**config.mk**
```make
export PLATFORM = sky130hd
export DESIGN_NAME = drive_fault_supervisor
export DESIGN_NICKNAME = d
export VERILOG_FILES = /design/src/pkg/fault_pkg.sv /design/src/core/drive_fault_supervisor.sv
export SDC_FILE = /design/constraint.sdc
export NUM_CORES = 1
export LEC_CHECK = 0
export ABC_AREA = 1
export BUFFER_PORTS_ARGS = -buffer_cell sky130_fd_sc_hd__clkbuf_2
export CORE_ASPECT_RATIO = 0.7
export CORE_UTILIZATION = 44
export CTS_BUF_LIST = sky130_fd_sc_hd__clkbuf_16
export DETAILED_ROUTE_END_ITERATION = 12
export PLACE_DENSITY = 0.73
export SYNTH_ARGS = -nofsm -noshare
export SYNTH_HDL_FRONTEND = slang
export SYNTH_SLANG_ARGS = --single-unit
```
**constraint.sdc**
```tcl
create_clock -name aclk -period 2.5 [get_ports aclk]
set_clock_uncertainty 0.2 [all_clocks]
set_input_delay 0.5 -clock aclk [delete_from_list [all_inputs] [get_ports aclk]]
set_output_delay 0.5 -clock aclk [all_outputs]
set_load 0.02 [all_outputs]
```
**src/pkg/fault_pkg.sv**
```systemverilog
`default_nettype none
package fault_pkg;
  // Fault codes.
  localparam logic [7:0] code_none = 8'h00;
  localparam logic [7:0] code_supply = 8'h01;
  localparam logic [7:0] code_hw_enable = 8'h0f;
  localparam logic [7:0] code_dc_under = 8'h14;
  localparam logic [7:0] code_dc_over = 8'h15;
  localparam logic [7:0] code_blocked = 8'h16;
  localparam logic [7:0] code_tracking = 8'h17;
  localparam logic [7:0] code_ext_supply = 8'h18;
  localparam logic [7:0] code_rail0 = 8'h19;
  localparam logic [7:0] code_mains = 8'h1d;
  localparam logic [7:0] code_thermal = 8'h1e;
  localparam logic [7:0] code_listing = 8'h1f;
  localparam logic [7:0] code_asym = 8'h26;
  localparam logic [7:0] code_commut = 8'h27;
  localparam logic [7:0] code_enc2 = 8'h2a;
  localparam logic [7:0] code_lost = 8'h2b;
  localparam logic [7:0] code_passive = 8'h2c;
  localparam logic [7:0] code_busoff = 8'h2d;
  // Bus controller error count thresholds.
  localparam logic [7:0] passive_limit = 8'h7f;
  localparam logic [7:0] busoff_limit = 8'hff;
  // Fault bit positions in the status word.
  localparam int n_faults = 18;
  localparam int b_dc_under = 0;
  localparam int b_dc_over = 1;
  localparam int b_blocked = 2;
  localparam int b_tracking = 3;
  localparam int b_ext_supply = 4;
  localparam int b_rail0 = 5;
  localparam int b_mains = 8;
  localparam int b_thermal = 9;
  localparam int b_listing = 10;
  localparam int b_asym = 11;
  localparam int b_commut = 12;
  localparam int b_enc2 = 13;
  localparam int b_lost = 14;
  localparam int b_passive = 15;
  localparam int b_busoff = 16;
  localparam int b_hw_enable = 17;
  // Register byte addresses.
  localparam logic [7:0] addr_status = 8'h00;
  localparam logic [7:0] addr_mask = 8'h04;
  localparam logic [7:0] addr_code = 8'h08;
  localparam logic [7:0] addr_ctrl = 8'h0c;
  localparam logic [7:0] addr_blk_time = 8'h10;
  localparam logic [7:0] addr_trk_time = 8'h14;
  localparam logic [7:0] addr_lost_max = 8'h18;
  // Reset values, bus response codes and reaction classes.
  localparam logic [17:0] mask_reset = 18'h00000;
  localparam logic [15:0] blk_time_reset = 16'h03e8;
  localparam logic [15:0] trk_time_reset = 16'h0064;
  localparam logic [7:0] lost_max_reset = 8'h0a;
  localparam logic [1:0] resp_okay = 2'b00;
  localparam logic [1:0] resp_slverr = 2'b10;
  typedef enum {react_none, react_ramp, react_power_off} reaction_t;
  // Condition flags from measurement and control logic.
  typedef struct packed {
    logic dc_below_min;
    logic dc_above_max;
    logic speed_zero;
    logic track_over;
    logic ext_supply_low;
    logic [2:0] rail_low;
    logic mains_high;
    logic thermal_over;
    logic listing_over;
    logic enc_asym;
    logic commut_fail;
    logic enc2_fault;
    logic lost_xfer;
    logic [7:0] bus_err_cnt;
  } cond_t;
endpackage : fault_pkg
`default_nettype wire

```
**src/core/drive_fault_supervisor.sv**
```systemverilog
// Operation
// - DC link below the minimum trip value raises code 20 with an emergency ramp stop.
// - DC link above its maximum raises code 21 with an emergency ramp stop.
// - Speed stuck at zero past the blocking time raises code 22 and removes power.
// - Following error over its limit for the tracking window raises code 23 with a ramp stop.
// - External logic supply under 18 V raises code 24 plus supply code 1 and removes power.
// - An internal rail low raises code 25 to 27 plus supply code 1 and removes power.
// - Averaged mains power too high raises code 29 and removes power.
// - Motor thermal model over its maximum raises code 30 and removes power.
// - Listing overload limit exceeded raises code 31 and removes power.
// - Sine and cosine amplitude mismatch raises code 38 and removes power.
// - Failed commutation offset measurement raises code 39 and removes power.
// - Fitted second encoder fault raises code 42 and removes power.
// - Lost cyclic transfers reaching the maximum raise code 43 with a ramp stop.
// - Bus error count above 127 raises code 44, reaching 255 raises code 45, both ramp stops.
// - Software enable without hardware enable raises code 15 and removes power.
`timescale 1ns/1ps
`default_nettype none
module drive_fault_supervisor #(
  parameter int time_w = 16
) (
  input wire logic aclk,
  input wire logic aresetn,
  input wire logic [7:0] s_axi_awaddr,
  input wire logic s_axi_awvalid,
  output logic s_axi_awready,
  input wire logic [31:0] s_axi_wdata,
  input wire logic [3:0] s_axi_wstrb,
  input wire logic s_axi_wvalid,
  output logic s_axi_wready,
  output logic [1:0] s_axi_bresp,
  output logic s_axi_bvalid,
  input wire logic s_axi_bready,
  input wire logic [7:0] s_axi_araddr,
  input wire logic s_axi_arvalid,
  output logic s_axi_arready,
  output logic [31:0] s_axi_rdata,
  output logic [1:0] s_axi_rresp,
  output logic s_axi_rvalid,
  input wire logic s_axi_rready,
  input wire fault_pkg::cond_t cond,
  input wire logic second_encoder_option,
  input wire logic hw_enable,
  input wire logic fault_ack,
  output logic drive_enable_ff,
  output logic ramp_stop_ff,
  output logic power_off_ff,
  output logic [7:0] fault_code_ff,
  output logic supply_fault_ff,
  output logic irq_ff
);

  ////////////////////////////////////////////////////////////////////////////
  logic [fault_pkg::n_faults-1:0] status_ff;
  logic [fault_pkg::n_faults-1:0] mask_ff;
  logic [time_w-1:0] blk_time_ff;
  logic [time_w-1:0] trk_time_ff;
  logic [7:0] lost_max_ff;
  logic sw_enable_ff;
  logic [time_w-1:0] blk_cnt_ff;
  logic [time_w-1:0] trk_cnt_ff;
  logic [7:0] lost_cnt_ff;
  logic [fault_pkg::n_faults-1:0] events;
  logic aw_ok;
  logic w_ok;
  logic [7:0] awaddr_ff;
  logic [31:0] wdata_ff;
  logic do_write;
  logic [fault_pkg::n_faults-1:0] w1c;
  logic any_fault;
  logic [7:0] nxt_code;
  fault_pkg::reaction_t nxt_react;

  ////////////////////////////////////////////////////////////////////////////
  // Timers for the conditions that must persist before they trip.
  always_ff @(posedge aclk) begin
    if (!aresetn) begin
      blk_cnt_ff <= '0;
    end else if (!cond.speed_zero || !drive_enable_ff) begin
      blk_cnt_ff <= '0;
    end else if (blk_cnt_ff != blk_time_ff) begin
      blk_cnt_ff <= blk_cnt_ff + time_w'(1);
    end
  end

  always_ff @(posedge aclk) begin
    if (!aresetn) begin
      trk_cnt_ff <= '0;
    end else if (!cond.track_over) begin
      trk_cnt_ff <= '0;
    end else if (trk_cnt_ff != trk_time_ff) begin
      trk_cnt_ff <= trk_cnt_ff + time_w'(1);
    end
  end

  // Each cycle with lost_xfer high counts once, up to lost_max_ff; the count restarts on acknowledge.
  always_ff @(posedge aclk) begin
    if (!aresetn || fault_ack) begin
      lost_cnt_ff <= '0;
    end else if (cond.lost_xfer && lost_cnt_ff != lost_max_ff) begin
      lost_cnt_ff <= lost_cnt_ff + 8'h01;
    end
  end

  ////////////////////////////////////////////////////////////////////////////
  always_comb begin
    events = '0;
    events[fault_pkg::b_dc_under] = cond.dc_below_min;
    events[fault_pkg::b_dc_over] = cond.dc_above_max;
    events[fault_pkg::b_blocked] = drive_enable_ff && cond.speed_zero && blk_cnt_ff == blk_time_ff;
    events[fault_pkg::b_tracking] = cond.track_over && trk_cnt_ff == trk_time_ff;
    events[fault_pkg::b_ext_supply] = cond.ext_supply_low;
    events[fault_pkg::b_rail0 +: 3] = cond.rail_low;
    events[fault_pkg::b_mains] = cond.mains_high;
    events[fault_pkg::b_thermal] = cond.thermal_over;
    events[fault_pkg::b_listing] = cond.listing_over;
    events[fault_pkg::b_asym] = cond.enc_asym;
    events[fault_pkg::b_commut] = cond.commut_fail;
    events[fault_pkg::b_enc2] = second_encoder_option && cond.enc2_fault;
    // The acknowledge restarts the count, so a count still at its maximum on that edge is stale.
    events[fault_pkg::b_lost] = !fault_ack && lost_cnt_ff == lost_max_ff;
    events[fault_pkg::b_passive] = cond.bus_err_cnt > fault_pkg::passive_limit;
    events[fault_pkg::b_busoff] = cond.bus_err_cnt == fault_pkg::busoff_limit;
    events[fault_pkg::b_hw_enable] = sw_enable_ff && !hw_enable;
  end

  ////////////////////////////////////////////////////////////////////////////
  // Code selection: power-removal faults rank ahead of ramp faults.
  always_comb begin
    nxt_code = fault_pkg::code_none;
    nxt_react = fault_pkg::react_none;
    if (status_ff[fault_pkg::b_busoff]) begin
      nxt_code = fault_pkg::code_busoff;
      nxt_react = fault_pkg::react_ramp;
    end else if (status_ff[fault_pkg::b_passive]) begin
      nxt_code = fault_pkg::code_passive;
      nxt_react = fault_pkg::react_ramp;
    end else if (status_ff[fault_pkg::b_lost]) begin
      nxt_code = fault_pkg::code_lost;
      nxt_react = fault_pkg::react_ramp;
    end else if (status_ff[fault_pkg::b_tracking]) begin
      nxt_code = fault_pkg::code_tracking;
      nxt_react = fault_pkg::react_ramp;
    end else if (status_ff[fault_pkg::b_dc_over]) begin
      nxt_code = fault_pkg::code_dc_over;
      nxt_react = fault_pkg::react_ramp;
    end else if (status_ff[fault_pkg::b_dc_under]) begin
      nxt_code = fault_pkg::code_dc_under;
      nxt_react = fault_pkg::react_ramp;
    end
    if (status_ff[fault_pkg::b_hw_enable]) begin
      nxt_code = fault_pkg::code_hw_enable;
      nxt_react = fault_pkg::react_power_off;
    end
    if (status_ff[fault_pkg::b_enc2]) begin
      nxt_code = fault_pkg::code_enc2;
      nxt_react = fault_pkg::react_power_off;
    end
    if (status_ff[fault_pkg::b_commut]) begin
      nxt_code = fault_pkg::code_commut;
      nxt_react = fault_pkg::react_power_off;
    end
    if (status_ff[fault_pkg::b_asym]) begin
      nxt_code = fault_pkg::code_asym;
      nxt_react = fault_pkg::react_power_off;
    end
    if (status_ff[fault_pkg::b_listing]) begin
      nxt_code = fault_pkg::code_listing;
      nxt_react = fault_pkg::react_power_off;
    end
    if (status_ff[fault_pkg::b_thermal]) begin
      nxt_code = fault_pkg::code_thermal;
      nxt_react = fault_pkg::react_power_off;
    end
    if (status_ff[fault_pkg::b_mains]) begin
      nxt_code = fault_pkg::code_mains;
      nxt_react = fault_pkg::react_power_off;
    end
    if (status_ff[fault_pkg::b_blocked]) begin
      nxt_code = fault_pkg::code_blocked;
      nxt_react = fault_pkg::react_power_off;
    end
    for (int i = 2; i >= 0; i--) begin
      if (status_ff[fault_pkg::b_rail0 + i]) begin
        nxt_code = fault_pkg::code_rail0 + 8'(i);
        nxt_react = fault_pkg::react_power_off;
      end
    end
    if (status_ff[fault_pkg::b_ext_supply]) begin
      nxt_code = fault_pkg::code_ext_supply;
      nxt_react = fault_pkg::react_power_off;
    end
  end

  assign any_fault = |status_ff;

  ////////////////////////////////////////////////////////////////////////////
  // Latched faults; a new event wins over an acknowledge or a clear.
  always_ff @(posedge aclk) begin
    if (!aresetn) begin
      status_ff <= '0;
    end else if (fault_ack) begin
      status_ff <= events;
    end else begin
      status_ff <= (status_ff & ~w1c) | events;
    end
  end

  always_ff @(posedge aclk) begin
    if (!aresetn) begin
      fault_code_ff <= fault_pkg::code_none;
      ramp_stop_ff <= 1'b0;
      power_off_ff <= 1'b0;
      supply_fault_ff <= 1'b0;
      irq_ff <= 1'b0;
    end else begin
      fault_code_ff <= nxt_code;
      ramp_stop_ff <= nxt_react == fault_pkg::react_ramp;
      power_off_ff <= nxt_react == fault_pkg::react_power_off;
      supply_fault_ff <= |status_ff[fault_pkg::b_ext_supply +: 4];
      irq_ff <= |(status_ff & mask_ff);
    end
  end

  always_ff @(posedge aclk) begin
    if (!aresetn) begin
      drive_enable_ff <= 1'b0;
    end else begin
      drive_enable_ff <= sw_enable_ff && hw_enable && !any_fault;
    end
  end

  ////////////////////////////////////////////////////////////////////////////
  // AXI4-Lite slave: address and data are taken in either order.
  assign aw_ok = s_axi_awvalid && s_axi_awready;
  assign w_ok = s_axi_wvalid && s_axi_wready;
  assign do_write = !s_axi_awready && !s_axi_wready && !s_axi_bvalid;

  always_ff @(posedge aclk) begin
    if (!aresetn) begin
      s_axi_awready <= 1'b1;
      s_axi_wready <= 1'b1;
      s_axi_bvalid <= 1'b0;
      s_axi_bresp <= fault_pkg::resp_okay;
      awaddr_ff <= '0;
      wdata_ff <= '0;
    end else begin
      if (aw_ok) begin
        s_axi_awready <= 1'b0;
        awaddr_ff <= s_axi_awaddr;
      end
      if (w_ok) begin
        s_axi_wready <= 1'b0;
        wdata_ff <= s_axi_wdata;
      end
      if (do_write) begin
        s_axi_bvalid <= 1'b1;
        s_axi_bresp <= awaddr_ff > fault_pkg::addr_lost_max ? fault_pkg::resp_slverr : fault_pkg::resp_okay;
      end
      if (s_axi_bvalid && s_axi_bready) begin
        s_axi_bvalid <= 1'b0;
        s_axi_awready <= 1'b1;
        s_axi_wready <= 1'b1;
      end
    end
  end

  assign w1c = (do_write && awaddr_ff == fault_pkg::addr_status) ? wdata_ff[fault_pkg::n_faults-1:0] : '0;

  always_ff @(posedge aclk) begin
    if (!aresetn) begin
      mask_ff <= fault_pkg::mask_reset;
      sw_enable_ff <= 1'b0;
      blk_time_ff <= time_w'(fault_pkg::blk_time_reset);
      trk_time_ff <= time_w'(fault_pkg::trk_time_reset);
      lost_max_ff <= fault_pkg::lost_max_reset;
    end else if (do_write) begin
      case (awaddr_ff)
        fault_pkg::addr_mask: mask_ff <= wdata_ff[fault_pkg::n_faults-1:0];
        fault_pkg::addr_ctrl: sw_enable_ff <= wdata_ff[0];
        fault_pkg::addr_blk_time: blk_time_ff <= wdata_ff[time_w-1:0];
        fault_pkg::addr_trk_time: trk_time_ff <= wdata_ff[time_w-1:0];
        fault_pkg::addr_lost_max: lost_max_ff <= wdata_ff[7:0];
        default: ;
      endcase
    end
  end

  always_ff @(posedge aclk) begin
    if (!aresetn) begin
      s_axi_arready <= 1'b1;
      s_axi_rvalid <= 1'b0;
      s_axi_rdata <= '0;
      s_axi_rresp <= fault_pkg::resp_okay;
    end else if (s_axi_arvalid && s_axi_arready) begin
      s_axi_arready <= 1'b0;
      s_axi_rvalid <= 1'b1;
      s_axi_rresp <= fault_pkg::resp_okay;
      case (s_axi_araddr)
        fault_pkg::addr_status: s_axi_rdata <= 32'(status_ff);
        fault_pkg::addr_mask: s_axi_rdata <= 32'(mask_ff);
        fault_pkg::addr_code: s_axi_rdata <= {22'h000000, power_off_ff, ramp_stop_ff, fault_code_ff};
        fault_pkg::addr_ctrl: s_axi_rdata <= {30'h00000000, drive_enable_ff, sw_enable_ff};
        fault_pkg::addr_blk_time: s_axi_rdata <= 32'(blk_time_ff);
        fault_pkg::addr_trk_time: s_axi_rdata <= 32'(trk_time_ff);
        fault_pkg::addr_lost_max: s_axi_rdata <= 32'(lost_max_ff);
        default: begin
          s_axi_rdata <= '0;
          s_axi_rresp <= fault_pkg::resp_slverr;
        end
      endcase
    end else if (s_axi_rvalid && s_axi_rready) begin
      s_axi_rvalid <= 1'b0;
      s_axi_arready <= 1'b1;
    end
  end

endmodule : drive_fault_supervisor
`default_nettype wire

```
-- Yosys cells after proc, flatten, opt, wreduce, memory -nomap -nowiden
Index checks and enable logic that the tools add are counted.
W data, S select, Z words.
- output and inout port bits: 54
- bits of input ports: 85
- bits in registers: 197
- word-level logic and storage cells: 153
- reduce and logical (&&, ||, !) cells: 48
- equal/unequal tests: 20
- bitwise logic cells: 5
- order comparisons: 2
- muxes and demuxes: 45
- $add $sub $neg: 3
- operators with widths (kind ; count):
    $mux W32 ; 12
    $pmux W18 S7 ; 1
    $mux W5 ; 11
    $reduce_or A18 Y1 ; 3
    $eq A8 B5 Y1 const B ; 6
    $mux W6 ; 7
    $and A18 B18 Y18 ; 2
    $mux W18 ; 2
    $add A16 B1 Y16 const B ; 2
    $eq A16 B16 Y1 ; 2
    $eq A32 B2 Y1 const B ; 1
    $eq A32 B3 Y1 const B ; 1
    $ne A16 B16 Y1 ; 2
    $eq A8 B4 Y1 const B ; 3
    $not A18 Y18 ; 1
    $or A18 B18 Y18 ; 1
    $logic_and A1 B1 Y1 ; 17
    $eq A8 B3 Y1 const B ; 2
    $logic_not A8 Y1 ; 2
    $reduce_and A2 Y1 ; 6
    $mux W1 ; 10
    $logic_not A1 Y1 ; 9
    $reduce_or A9 Y1 ; 1
    $add A8 B1 Y8 const B ; 1
    other kinds (14) ; 18

-- Longest topological paths before layout
Gate-level depths: netlist (run 1).
- depth in word-level cells: 19
- depth in mapped cells: 14
- depth with buffers taken out: 14

-- Worst setup path before layout (run 1)
Ideal clock, no wire load.
- path kind: reg2reg
- start: register s_axi_bvalid
- end: register status_ff[0] in the netlist's numbering
- slack: 0.586 ns
- arrival time: 1.586 ns
- period minus slack after synthesis: 1.914 ns
- stages on the path, launching flop included: 10
- buffers on the path: 1
- data required time: 2.172 ns
- library setup time: 0.128 ns
- cell sequence: dfxtp_1 > nor3_4 > inv_2 > nor3_1 > nand2_1 > inv_2 > buf_6 > nand2_1 > a31oi_1 > nor2_1
- longest elaborated chain between the ends: 8
- RTL lines (element ; RTL line ; text):
    start: declaration ; drive_fault_supervisor.sv:32 ; output logic s_axi_bvalid,
    start signal: assignment ; drive_fault_supervisor.sv:243 ; s_axi_bvalid <= 1'b0;
    start signal: assignment ; drive_fault_supervisor.sv:257 ; s_axi_bvalid <= 1'b1;
    start signal: assignment ; drive_fault_supervisor.sv:261 ; s_axi_bvalid <= 1'b0;
    $logic_not A1 Y1 ; drive_fault_supervisor.sv:237 ; assign do_write = !s_axi_awready && !s_axi_wready && !s_axi_bvalid;
    $logic_and A1 B1 Y1 ; drive_fault_supervisor.sv:237 ;
    $logic_and A1 B1 Y1 ; drive_fault_supervisor.sv:268 ; assign w1c = (do_write && awaddr_ff == fault_pkg::addr_status) ? wdata_ff[fault_pkg::n_faults-1:0] : '0;
    $mux W18 ; drive_fault_supervisor.sv:268 ;
    $not A18 Y18 ; drive_fault_supervisor.sv:205 ; status_ff <= (status_ff & ~w1c) | events;
    $and A18 B18 Y18 ; drive_fault_supervisor.sv:205 ;
    $or A18 B18 Y18 ; drive_fault_supervisor.sv:205 ;
    $mux W18 ; drive_fault_supervisor.sv:202 ; end else if (fault_ack) begin
    end signal: assignment ; drive_fault_supervisor.sv:203 ; status_ff <= events;
    end signal: assignment ; drive_fault_supervisor.sv:205 ;
    end: declaration ; drive_fault_supervisor.sv:54 ; logic [fault_pkg::n_faults-1:0] status_ff;
Every way passes these cells.
A chain may end at the register's enable or synchronous reset.

-- Final worst setup path (run 1)
- start: register s_axi_bvalid
- end: register status_ff[4] in the netlist's numbering
Same word-level chain as after synthesis.

==> results.yml, run 1 <==
status:
  status: "finished with violations"
  violations: "DRC"
setup_path:
  crit_required_ps: 2620
  rrSetupSlack_ps: 400
  worst-path-buf-inv: 2
  arrival_ps: 2220
  cp-start-kind: "register"
  path_class: "reg2reg"
  cpMaxStageDelayCell: "dfxtp_1"
  cpPeakStageDelay_ps: 360
  cp-end-kind: "register"
  worstPathMaxFanout: 12
  crit_family: "simple AND/OR/NAND/NOR gates"
  worstPathCellList: "nor3_4 > inv_2 > nor3_1 > nand2_1 > inv_2 > nand2_1 > a31oi_1 > nor2_1"
clock_network:
  hold_buffers: 0
  clk_pin_slew_ps: 70
  clk_latency_ps: 440
  htreeDepth: 4
  clockBufferDepth: 2
  clock_sinks: 179
  cts_setup_buffers: 0
  tritoncts: "done"
  cts_resized: 0
  cts_root_buf: "clkbuf_16"
  cts_buffers: 17
place:
  dp_hpwl_mm: 18.1
  dp_cells: 1476
  gp_congestion: 0.945
  placed_cell_area_sq_um: 9060
  port_buffers: 102
worst_hold_path:
  hold_class: "in2reg"
global_routing:
  grt_max_degree: 87
  overflow: 0
  grt_pass1_vias: 7052
  grt_pass1_wl_mm: 37.6
  antenna_found_initial: 0
  grt.total_usage_pct: 25.0
sta:
  tns_ps: 0
  hold_violations: 0
  min_period_ps: 2100
  fmax_mhz: 475
  relSlewSlack_pct: 58.2
  fin_hold_ws_ps: 63.5
  tightest_slew_ps: 621
  maxSlewViolCount: 0
  rsz0062_at_grt: "no"
  period_share_pct: 84.1
  setup_viol_count_final: 0
yosys:
  synth_area_leader_cell: "dfxtp_1"
  synth_top_area_share_pct: 43.0
  seq_area_frac_synth_pct: 43.0
  synthesis.area_sq_um: 8330
  netlist_top_cells_count: "nand2_1, dfxtp_1, a21oi_1"
  yosysMostFrequentCell: "nand2_1"
  yosysWarnings: 0
  synth_ff_type: "dfxtp_1"
  netlist-cell-type-count: 42
  ys_ff_latch: 179
  synth_edf_count: 0
  netlist_instances: 1161
  syn_area_per_cell_sq_um: 7.18
  synthArstFlopShare_pct: 0
  synthTopCellsByArea: "dfxtp_1, nand2_1, a21oi_1, o21ai_0, inv_1"
flow_run:
  drv_cap: 0
floorplanning:
  fp.dieW_microns: 166
  core-area_sq_um: 18300
  num_rows: 41
  ios: 139
  design.die.area_sq_um: 19500
  fp.dieH_microns: 117
  start_util_pct: 45.6
power_and_ir_drop:
  peakVddDrop_uv: 407
  power.density_nw_per_um2: 617
  leakagePower_nw: 4.05
final_layout:
  final_nets: 1347
  fin_cells: 1508
  diodes: 0
  design_area_sq_um: 9590
  final_layout_size_suffix_gt1_share_pct: 13.0
  syn2layout_area_growth_pct: 15.1
route:
  wl_per_cell_microns: 15.9
  drt_iter0_markers: 816
  vias_per_cell: 5.42
  vias: 8171
  firstDrtPassIters: 9
  ant_nets: 0
  drt_drc_violations_left: 3
  wirelength_mm: 24.0
-- flip-flops by register name, indices dropped and copies added (netlist names), 6 cells and up --
| register | flops |
|---|---|
| s_axi_rdata | 18 |
| status_ff | 18 |
| trk_time_ff | 16 |
| lost_max_ff | 8 |
| trk_cnt_ff | 16 |
| mask_ff | 18 |
| awaddr_ff | 8 |
| lost_cnt_ff | 8 |
| fault_code_ff | 6 |
| blk_time_ff | 16 |
| wdata_ff | 18 |
| blk_cnt_ff | 16 |
-- stage by stage --
step	total power (W)	setup slack (ps)	utilization, %
2_1_floorplan	0.00334	586	-
5_1_grt	0.00611	199	52.5
6_report	0.00591	397	52.5
3_5_place_dp	0.00351	243	49.6
4_1_cts	0.00592	423	52.5
3_3_place_gp	0.00350	273	49.6
-- worst paths after layout --
check | from | end | cells past startpoint
max reg2reg | s_axi_bvalid | status_ff[4] | 8
max | s_axi_bvalid | status_ff[4] | 8
min | hw_enable | status_ff[17] | 2
min reg2reg | s_axi_rdata[1] | s_axi_rdata[1] | 2
-- layer usage --
layer | routed length, microns | GRT usage [%]
met1 | 11300 | 36.8
met2 | 10100 | 36.8
met4 | 415 | 7.65
met3 | 2230 | 4.94
met5 | 0 | 0
-- cell families after synthesis --
kind of cell             count (synthesis)  synth area share [%]
flip-flops                             179                  43.0
adder cells (fa/ha/maj)                  3                 0.451
buffers and inverters                  184                  9.37
other                                    1                0.0450
XOR/XNOR                                43                  4.52
AND/OR/NAND/NOR                        457                  23.1
AO/OA/AOI/OAI                          294                  19.5
-- power breakdown --
| part | internal [W] | switching [W] |
|---|---|---|
| Sequential | 0.00293 | 0.0000714 |
| Clock | 0.00128 | 0.00118 |
| Combinational | 0.000141 | 0.000315 |
| Total | 0.00435 | 0.00157 |
-- layout make-up --
class	instances	area, sq um
clock inverters	15	108
inverters	121	454
flip-flops and latches	179	3580
multi-input cells	815	4030
repair buffers	125	696
fillers	1832	8670
clock buffers	17	425
well taps	236	295
-- placed cells by master (no fill, tap or decap), types with 17 or more instances in the layout --
master     instances
nand2_1          269
dfxtp_1          179
a21oi_1          126
inv_1            117
clkbuf_2         102
o21ai_0           98
nor2_1            92
nand3_1           30
nor3_1            27
xor2_1            27
buf_4             22
o211ai_1          18
conb_1            18
nand4_1           17
clkbuf_16         17
-- worst reg2reg max path: cells and delay by family (launching register included) --
kind                   cells  cell delay (ps)
and+or+nand+nor            5              900
buffers and inverters      2              370
DFF                        1              360
AOI/OAI and AO/OA          1              150
(Power assumes the default switching activity.)
==> inputs of run 2 (changes only) <==
ABC_AREA = 0   (was 1)
clock period = 2 ns   (was 2.5 ns; I/O delays follow)
==> run 2 against run 1 <==
Net effect:
- the run ends with setup timing left
- sequential share of layout area fell by 5.0 points
- highest routed layer unchanged
- clock power rose by 39%
- worst hold slack got worse by 62 ps
- sequential power rose by 26%
- final cell count fell by 2.6%
- critical endpoint is now blk_cnt_ff[12]
==> results.yml, run 2 <==
floorplanning:
  design.die.area_sq_um: 20100
  fp.dieH_microns: 119
  ios: 139
  num_rows: 42
  fp.dieW_microns: 169
  start_util_pct: 45.3
  core-area_sq_um: 19000
worst_hold_path:
  hp-start: "hw_enable"
  hold_class: "in2reg"
final_layout:
  final_layout_size_suffix_gt1_share_pct: 25.1
  layout_common_cells: "nand2_1, dfxtp_1, clkbuf_2"
  syn2layout_area_growth_pct: 29.4
  final_common_cell: "nand2_1"
  nFillCells: 1685
  final_nets: 1280
  fin_cells: 1469
  diodes: 0
route:
  drt_drc_violations_left: 0
  ant_nets: 0
  firstDrtPassIters: 6
  wirelength_mm: 28.9
  vias_per_cell: 5.84
  drt_iter0_markers: 1044
  wl_per_cell_microns: 19.7
  vias: 8576
yosys:
  netlist_top_cells_count: "nand2_1, dfxtp_1, a21boi_0"
  netlist-cell-type-count: 69
  synth_area_leader_cell: "dfxtp_1"
  muxShareOfSynthArea_pct: 1.89
  synth_ff_type: "dfxtp_1"
  seq_area_frac_synth_pct: 41.6
  synth_fa_ha_area_share_pct: 0.436
  synth_edf_count: 0
  ys_ff_latch: 179
  synthXorXnorAreaFrac_pct: 4.78
  synth_top_area_share_pct: 41.6
  synthesis.area_sq_um: 8610
  synth_compound_area_share_pct: 21.7
  synth_top_family_by_area: "simple AND/OR/NAND/NOR gates"
  synthTopCellsByArea: "dfxtp_1, nand2_1, a21boi_0, xnor2_1, a21oi_1"
  yosysWarnings: 0
  synthArstFlopShare_pct: 0
  netlist_instances: 1001
  syn_area_per_cell_sq_um: 8.60
  yosysMostFrequentCell: "nand2_1"
  yosys.area_share.simple_pct: 24.5
global_routing:
  grt_max_degree: 52
  overflow: 0
  antenna_found_initial: 0
  grt_pass1_vias: 7779
  grt.total_usage_pct: 28.5
  grt_pass1_wl_mm: 43.6
setup_path:
  r2r_end: "blk_cnt_ff[12]"
  cpPeakStageDelay_ps: 510
  cp-end-kind: "register"
  crit_start: "blk_cnt_ff[5]"
  worst-path-buf-inv: 3
  worstPathCellList: "buf_6 > xnor2_2 > nand4_1 > buf_4 > nor4_4 > buf_6 > or4_1 > a21oi_1"
  crit_family: "simple AND/OR/NAND/NOR gates"
  path_class: "reg2reg"
  arrival_ps: 2220
  cp-start-kind: "register"
  crit_cells: 8
  rrSetupSlack_ps: -80
  endpoint: "blk_cnt_ff[12]"
  cpMaxStageDelayCell: "or4_1"
  rr_worst_depth: 8
  r2r-start: "blk_cnt_ff[5]"
  cp_common_cell: "buf_6"
  worstPathMaxFanout: 12
  crit_required_ps: 2150
status:
  violations: "setup timing"
  status: "finished with violations"
power_and_ir_drop:
  peakVddDrop_uv: 629
  p_total_w: 0.00784
  power.density_nw_per_um2: 704
  leakagePower_nw: 4.21
sta:
  fin_hold_ws_ps: 1.78
  maxSlewViolCount: 0
  finalWorstSetupSlack_ps: -75.3
  setup_viol_count_final: 10
  tns_ps: -254
  hold_violations: 0
  period_share_pct: 104
  fmax_mhz: 482
  relSlewSlack_pct: 51.7
  tightest_slew_ps: 722
  rsz0062_at_grt: "yes"
  min_period_ps: 2080
clock_network:
  clockBufferDepth: 2
  tritoncts: "done"
  htreeDepth: 4
  cts_buffers: 17
  cts_root_buf: "clkbuf_16"
  clock_sinks: 179
  clk_latency_ps: 450
  clk_pin_slew_ps: 70
place:
  dp_hpwl_mm: 20.3
  port_buffers: 102
  gp_congestion: 0.967
  dp_cells: 1398
flow_run:
  drv_cap: 0
run 2: cell types whose count changed after synthesis, sizes merged, moves of 18 or more:
cell    change
o21ai      -80
nand2      -78
o21a       +18
a21oi      -85
inv       -111
nand2b     +19
xnor2      +26
nor3       -21
nor2       -63
a21boi     +71
xor2       -22
or4        +18
a22oi      +24
run 2: worst reg2reg max path: cells and delay by family (launching register included):
family | cells | cell delay, ps
AO/OA/AOI/OAI | 1 | 190
XOR/XNOR | 1 | 130
buffers and inverters | 3 | 440
flip-flops | 1 | 340
AND/OR/NAND/NOR | 3 | 700
run 2: cells by family after synthesis:
| kind of cell | after synthesis |
|---|---|
| DFF | 179 |
| and+or+nand+nor | 409 |
| adders and majority gates | 3 |
| other | 1 |
| muxes | 15 |
| xor gates and xnor gates | 47 |
| buffers and inverters | 88 |
| AOI/OAI and AO/OA | 259 |
run 2: worst min path at each step:
stage / to / slack (ps) / cells after the start
after detailed placement: s_axi_rdata[6] / 250 / 2
after global routing: status_ff[17] / 1 / 2
after floorplan: awaddr_ff[6] / 240 / 2
final: status_ff[17] / 2 / 2
after CTS: status_ff[17] / 3 / 2
after global placement: s_axi_rdata[6] / 240 / 2
run 2: layout make-up:
type	count	area, sq um	area share [%]
Tap cell	264	330	2.96
Inverter	9	33.8	0.303
Clock buffer	17	425	3.82
Clock inverter	15	165	1.48
Sequential cell	179	3610	32.4
Timing Repair Buffer	234	1710	15.4
Multi-Input combinational cell	751	4870	43.7
run 2: report_power, final:
part           switching [W]  internal [W]
Combinational       0.000368      0.000289
Clock                0.00155       0.00187
Sequential          0.000131       0.00364
run 2: routing by layer:
layer	share of wire [%]	track usage [%]
met5	0	0
met4	2.1	8.61
met3	12	8.18
met2	40	38.3
met1	45	42.9
run 2: through the flow:
stage | instance area [sq um] | setup WS [ps] | utilization [%]
floorplan | 8710 | -76.5 | -
global placement | 9940 | -222 | 52.3
detailed placement | 9940 | -296 | 52.3
CTS | 10800 | -12.9 | 56.8
global route | 11100 | -114 | 58.6
finish | 11100 | -75.3 | 58.6
run 2: timing repair:
action,4_1_cts,5_1_grt
gates resized for setup,6,77
endpoints found under the hold margin,25,0
setup buffers,1,10
pin swaps,2,23
hold buffers,25,0
cloned,0,3
setup endpoints to repair,10,60
==> inputs of run 3 (changes only) <==
GPL_ROUTABILITY_DRIVEN = 0   (was unset)
clock period = 2.16 ns   (was 2 ns; I/O delays follow)
==> run 3 against run 2 <==
Net effect:
- the flow now finishes without violations
- worst hold slack gained 14 ps
- clock power shrank 3%
- power shrank 6.3%
- critical path type unchanged
- first-iteration DRC count shrank 11%
- global-route usage shrank 2.1 points
- combinational power shrank 20%
- largest cell class unchanged
- non-clock buffer count shrank 69
- worst setup slack gained 170 ps
- largest power group unchanged
==> results.yml, run 3 (synthesis results as in run 2) <==
status:
  status: "completed"
setup_path:
  path_class: "reg2reg"
  cp-end-kind: "register"
  cpMaxStageDelayCell: "dfxtp_1"
  worstPathCellList: "nor3_4 > nand4b_1 > nor3_2 > buf_4 > nand2_1 > a32o_1"
  worstPathMaxFanout: 17
  crit_required_ps: 2280
  worst-path-buf-inv: 1
  crit_family: "simple AND/OR/NAND/NOR gates"
  cpPeakStageDelay_ps: 360
  arrival_ps: 2190
  cp-start-kind: "register"
clock_network:
  clk_latency_ps: 430
  clock_sinks: 179
  clockBufferDepth: 2
  tritoncts: "done"
  htreeDepth: 4
  clk_pin_slew_ps: 70
  cts_buffers: 17
  cts_root_buf: "clkbuf_16"
  cts_setup_buffers: 0
final_layout:
  final_layout_size_suffix_gt1_share_pct: 18.7
  final_nets: 1211
  diodes: 0
  fin_util_pct: 54.1
  layout_common_cells: "nand2_1, dfxtp_1, clkbuf_2"
  final_common_cell: "nand2_1"
  syn2layout_area_growth_pct: 19.4
route:
  wirelength_mm: 26.4
  vias_per_cell: 5.83
  wl_per_cell_microns: 18.9
  drt_iter0_markers: 929
  vias: 8162
  ant_nets: 0
  drt_drc_violations_left: 0
  firstDrtPassIters: 5
floorplanning:
  ios: 139
  fp.dieW_microns: 169
  core-area_sq_um: 19000
  num_rows: 42
  fp.dieH_microns: 119
  start_util_pct: 45.3
  design.die.area_sq_um: 20100
sta:
  maxSlewViolCount: 0
  tightest_slew_ps: 577
  rsz0062_at_grt: "no"
  fmax_mhz: 483
  setup_viol_count_final: 0
  min_period_ps: 2070
  finalWorstSetupSlack_ps: 90.8
  hold_violations: 0
  relSlewSlack_pct: 61.2
  period_share_pct: 95.8
worst_hold_path:
  hold_class: "in2reg"
global_routing:
  antenna_found_initial: 0
  grt_pass1_wl_mm: 40.7
  overflow: 0
  grt.total_usage_pct: 26.4
  grt_max_degree: 83
  grt_pass1_vias: 7222
power_and_ir_drop:
  power.density_nw_per_um2: 715
  peakVddDrop_uv: 534
  leakagePower_nw: 3.79
place:
  port_buffers: 102
  dp_hpwl_mm: 19.5
  dp_slack_ps: -144
flow_run:
  drv_cap: 0
## run 3: cell types whose count changed in the layout (fill, tap and decap cells not counted), moves of 6 or more
cell and delta:
dlygate4sd3_1 -24, or4_1 +6, a21boi_1 -11, dfxtp_2 -10, or4_4 -6, xnor2_1 +7, buf_4 -31, buf_6 -7
buf_12 -6, xnor2_2 -7, a21boi_0 +13, dfxtp_1 +12
## run 3: worst register-to-register path: cells and delay by family (launching register included)
family / cells / cell delay [ps]
simple gates: 4 / 850
flops: 1 / 360
compound gates: 1 / 300
buf+inv: 1 / 260
## run 3: what timing repair did
action                                  CTS  global route
pin swaps                                 0             1
endpoints found under the setup margin    1             9
hold endpoints to repair                  1             0
hold buffers                              1             0
gates resized for setup                   1             5
## run 3: final timing paths
check | slack, ps | end | depth (start not counted) | from
max reg2reg | 90 | status_ff[3] | 6 | s_axi_bvalid
min reg2reg | 270 | awaddr_ff[0] | 2 | awaddr_ff[0]
min | 20 | status_ff[10] | 2 | cond[12]
max | 90 | status_ff[3] | 6 | s_axi_bvalid
## run 3: through the flow
step | setup TNS [ps] | total power, W | instance area, sq um | instances | hold WS [ps]
finish | 0 | 0.00735 | 10300 | 1399 | 15.9
global route | 0 | 0.00755 | 10300 | 1399 | 10.0
CTS | 0 | 0.00734 | 10300 | 1399 | 10.4
detailed placement | -1670 | 0.00407 | 9620 | 1367 | 261
global placement | -830 | 0.00406 | 9620 | 1367 | 245
floorplan | 0 | 0.00384 | 8680 | 1018 | 243
## run 3: power breakdown
part / internal [W] / leakage (nW) / switching (W)
clock network: 0.00195 / 0.309 / 0.00138
logic: 0.000217 / 2.03 / 0.000311
registers: 0.00337 / 1.45 / 0.000118
## run 3: final cells by class
| class | count | area (sq um) |
|---|---|---|
| fill | 1760 | 8740 |
| timing repair buffer | 165 | 1020 |
| clock buffer | 17 | 425 |
| tap | 264 | 330 |
| sequential | 179 | 3590 |
| multi-input combinational | 751 | 4690 |
| inverter | 9 | 33.8 |
| clock inverter | 14 | 200 |
## run 3: layer usage
metal	GRT usage [%]	routed length [microns]	share of wire (%)
met1	40.6	12100	46
met3	7.28	3380	13
met2	34.8	10400	39
met4	7.66	501	1.9
met5	0	0	0
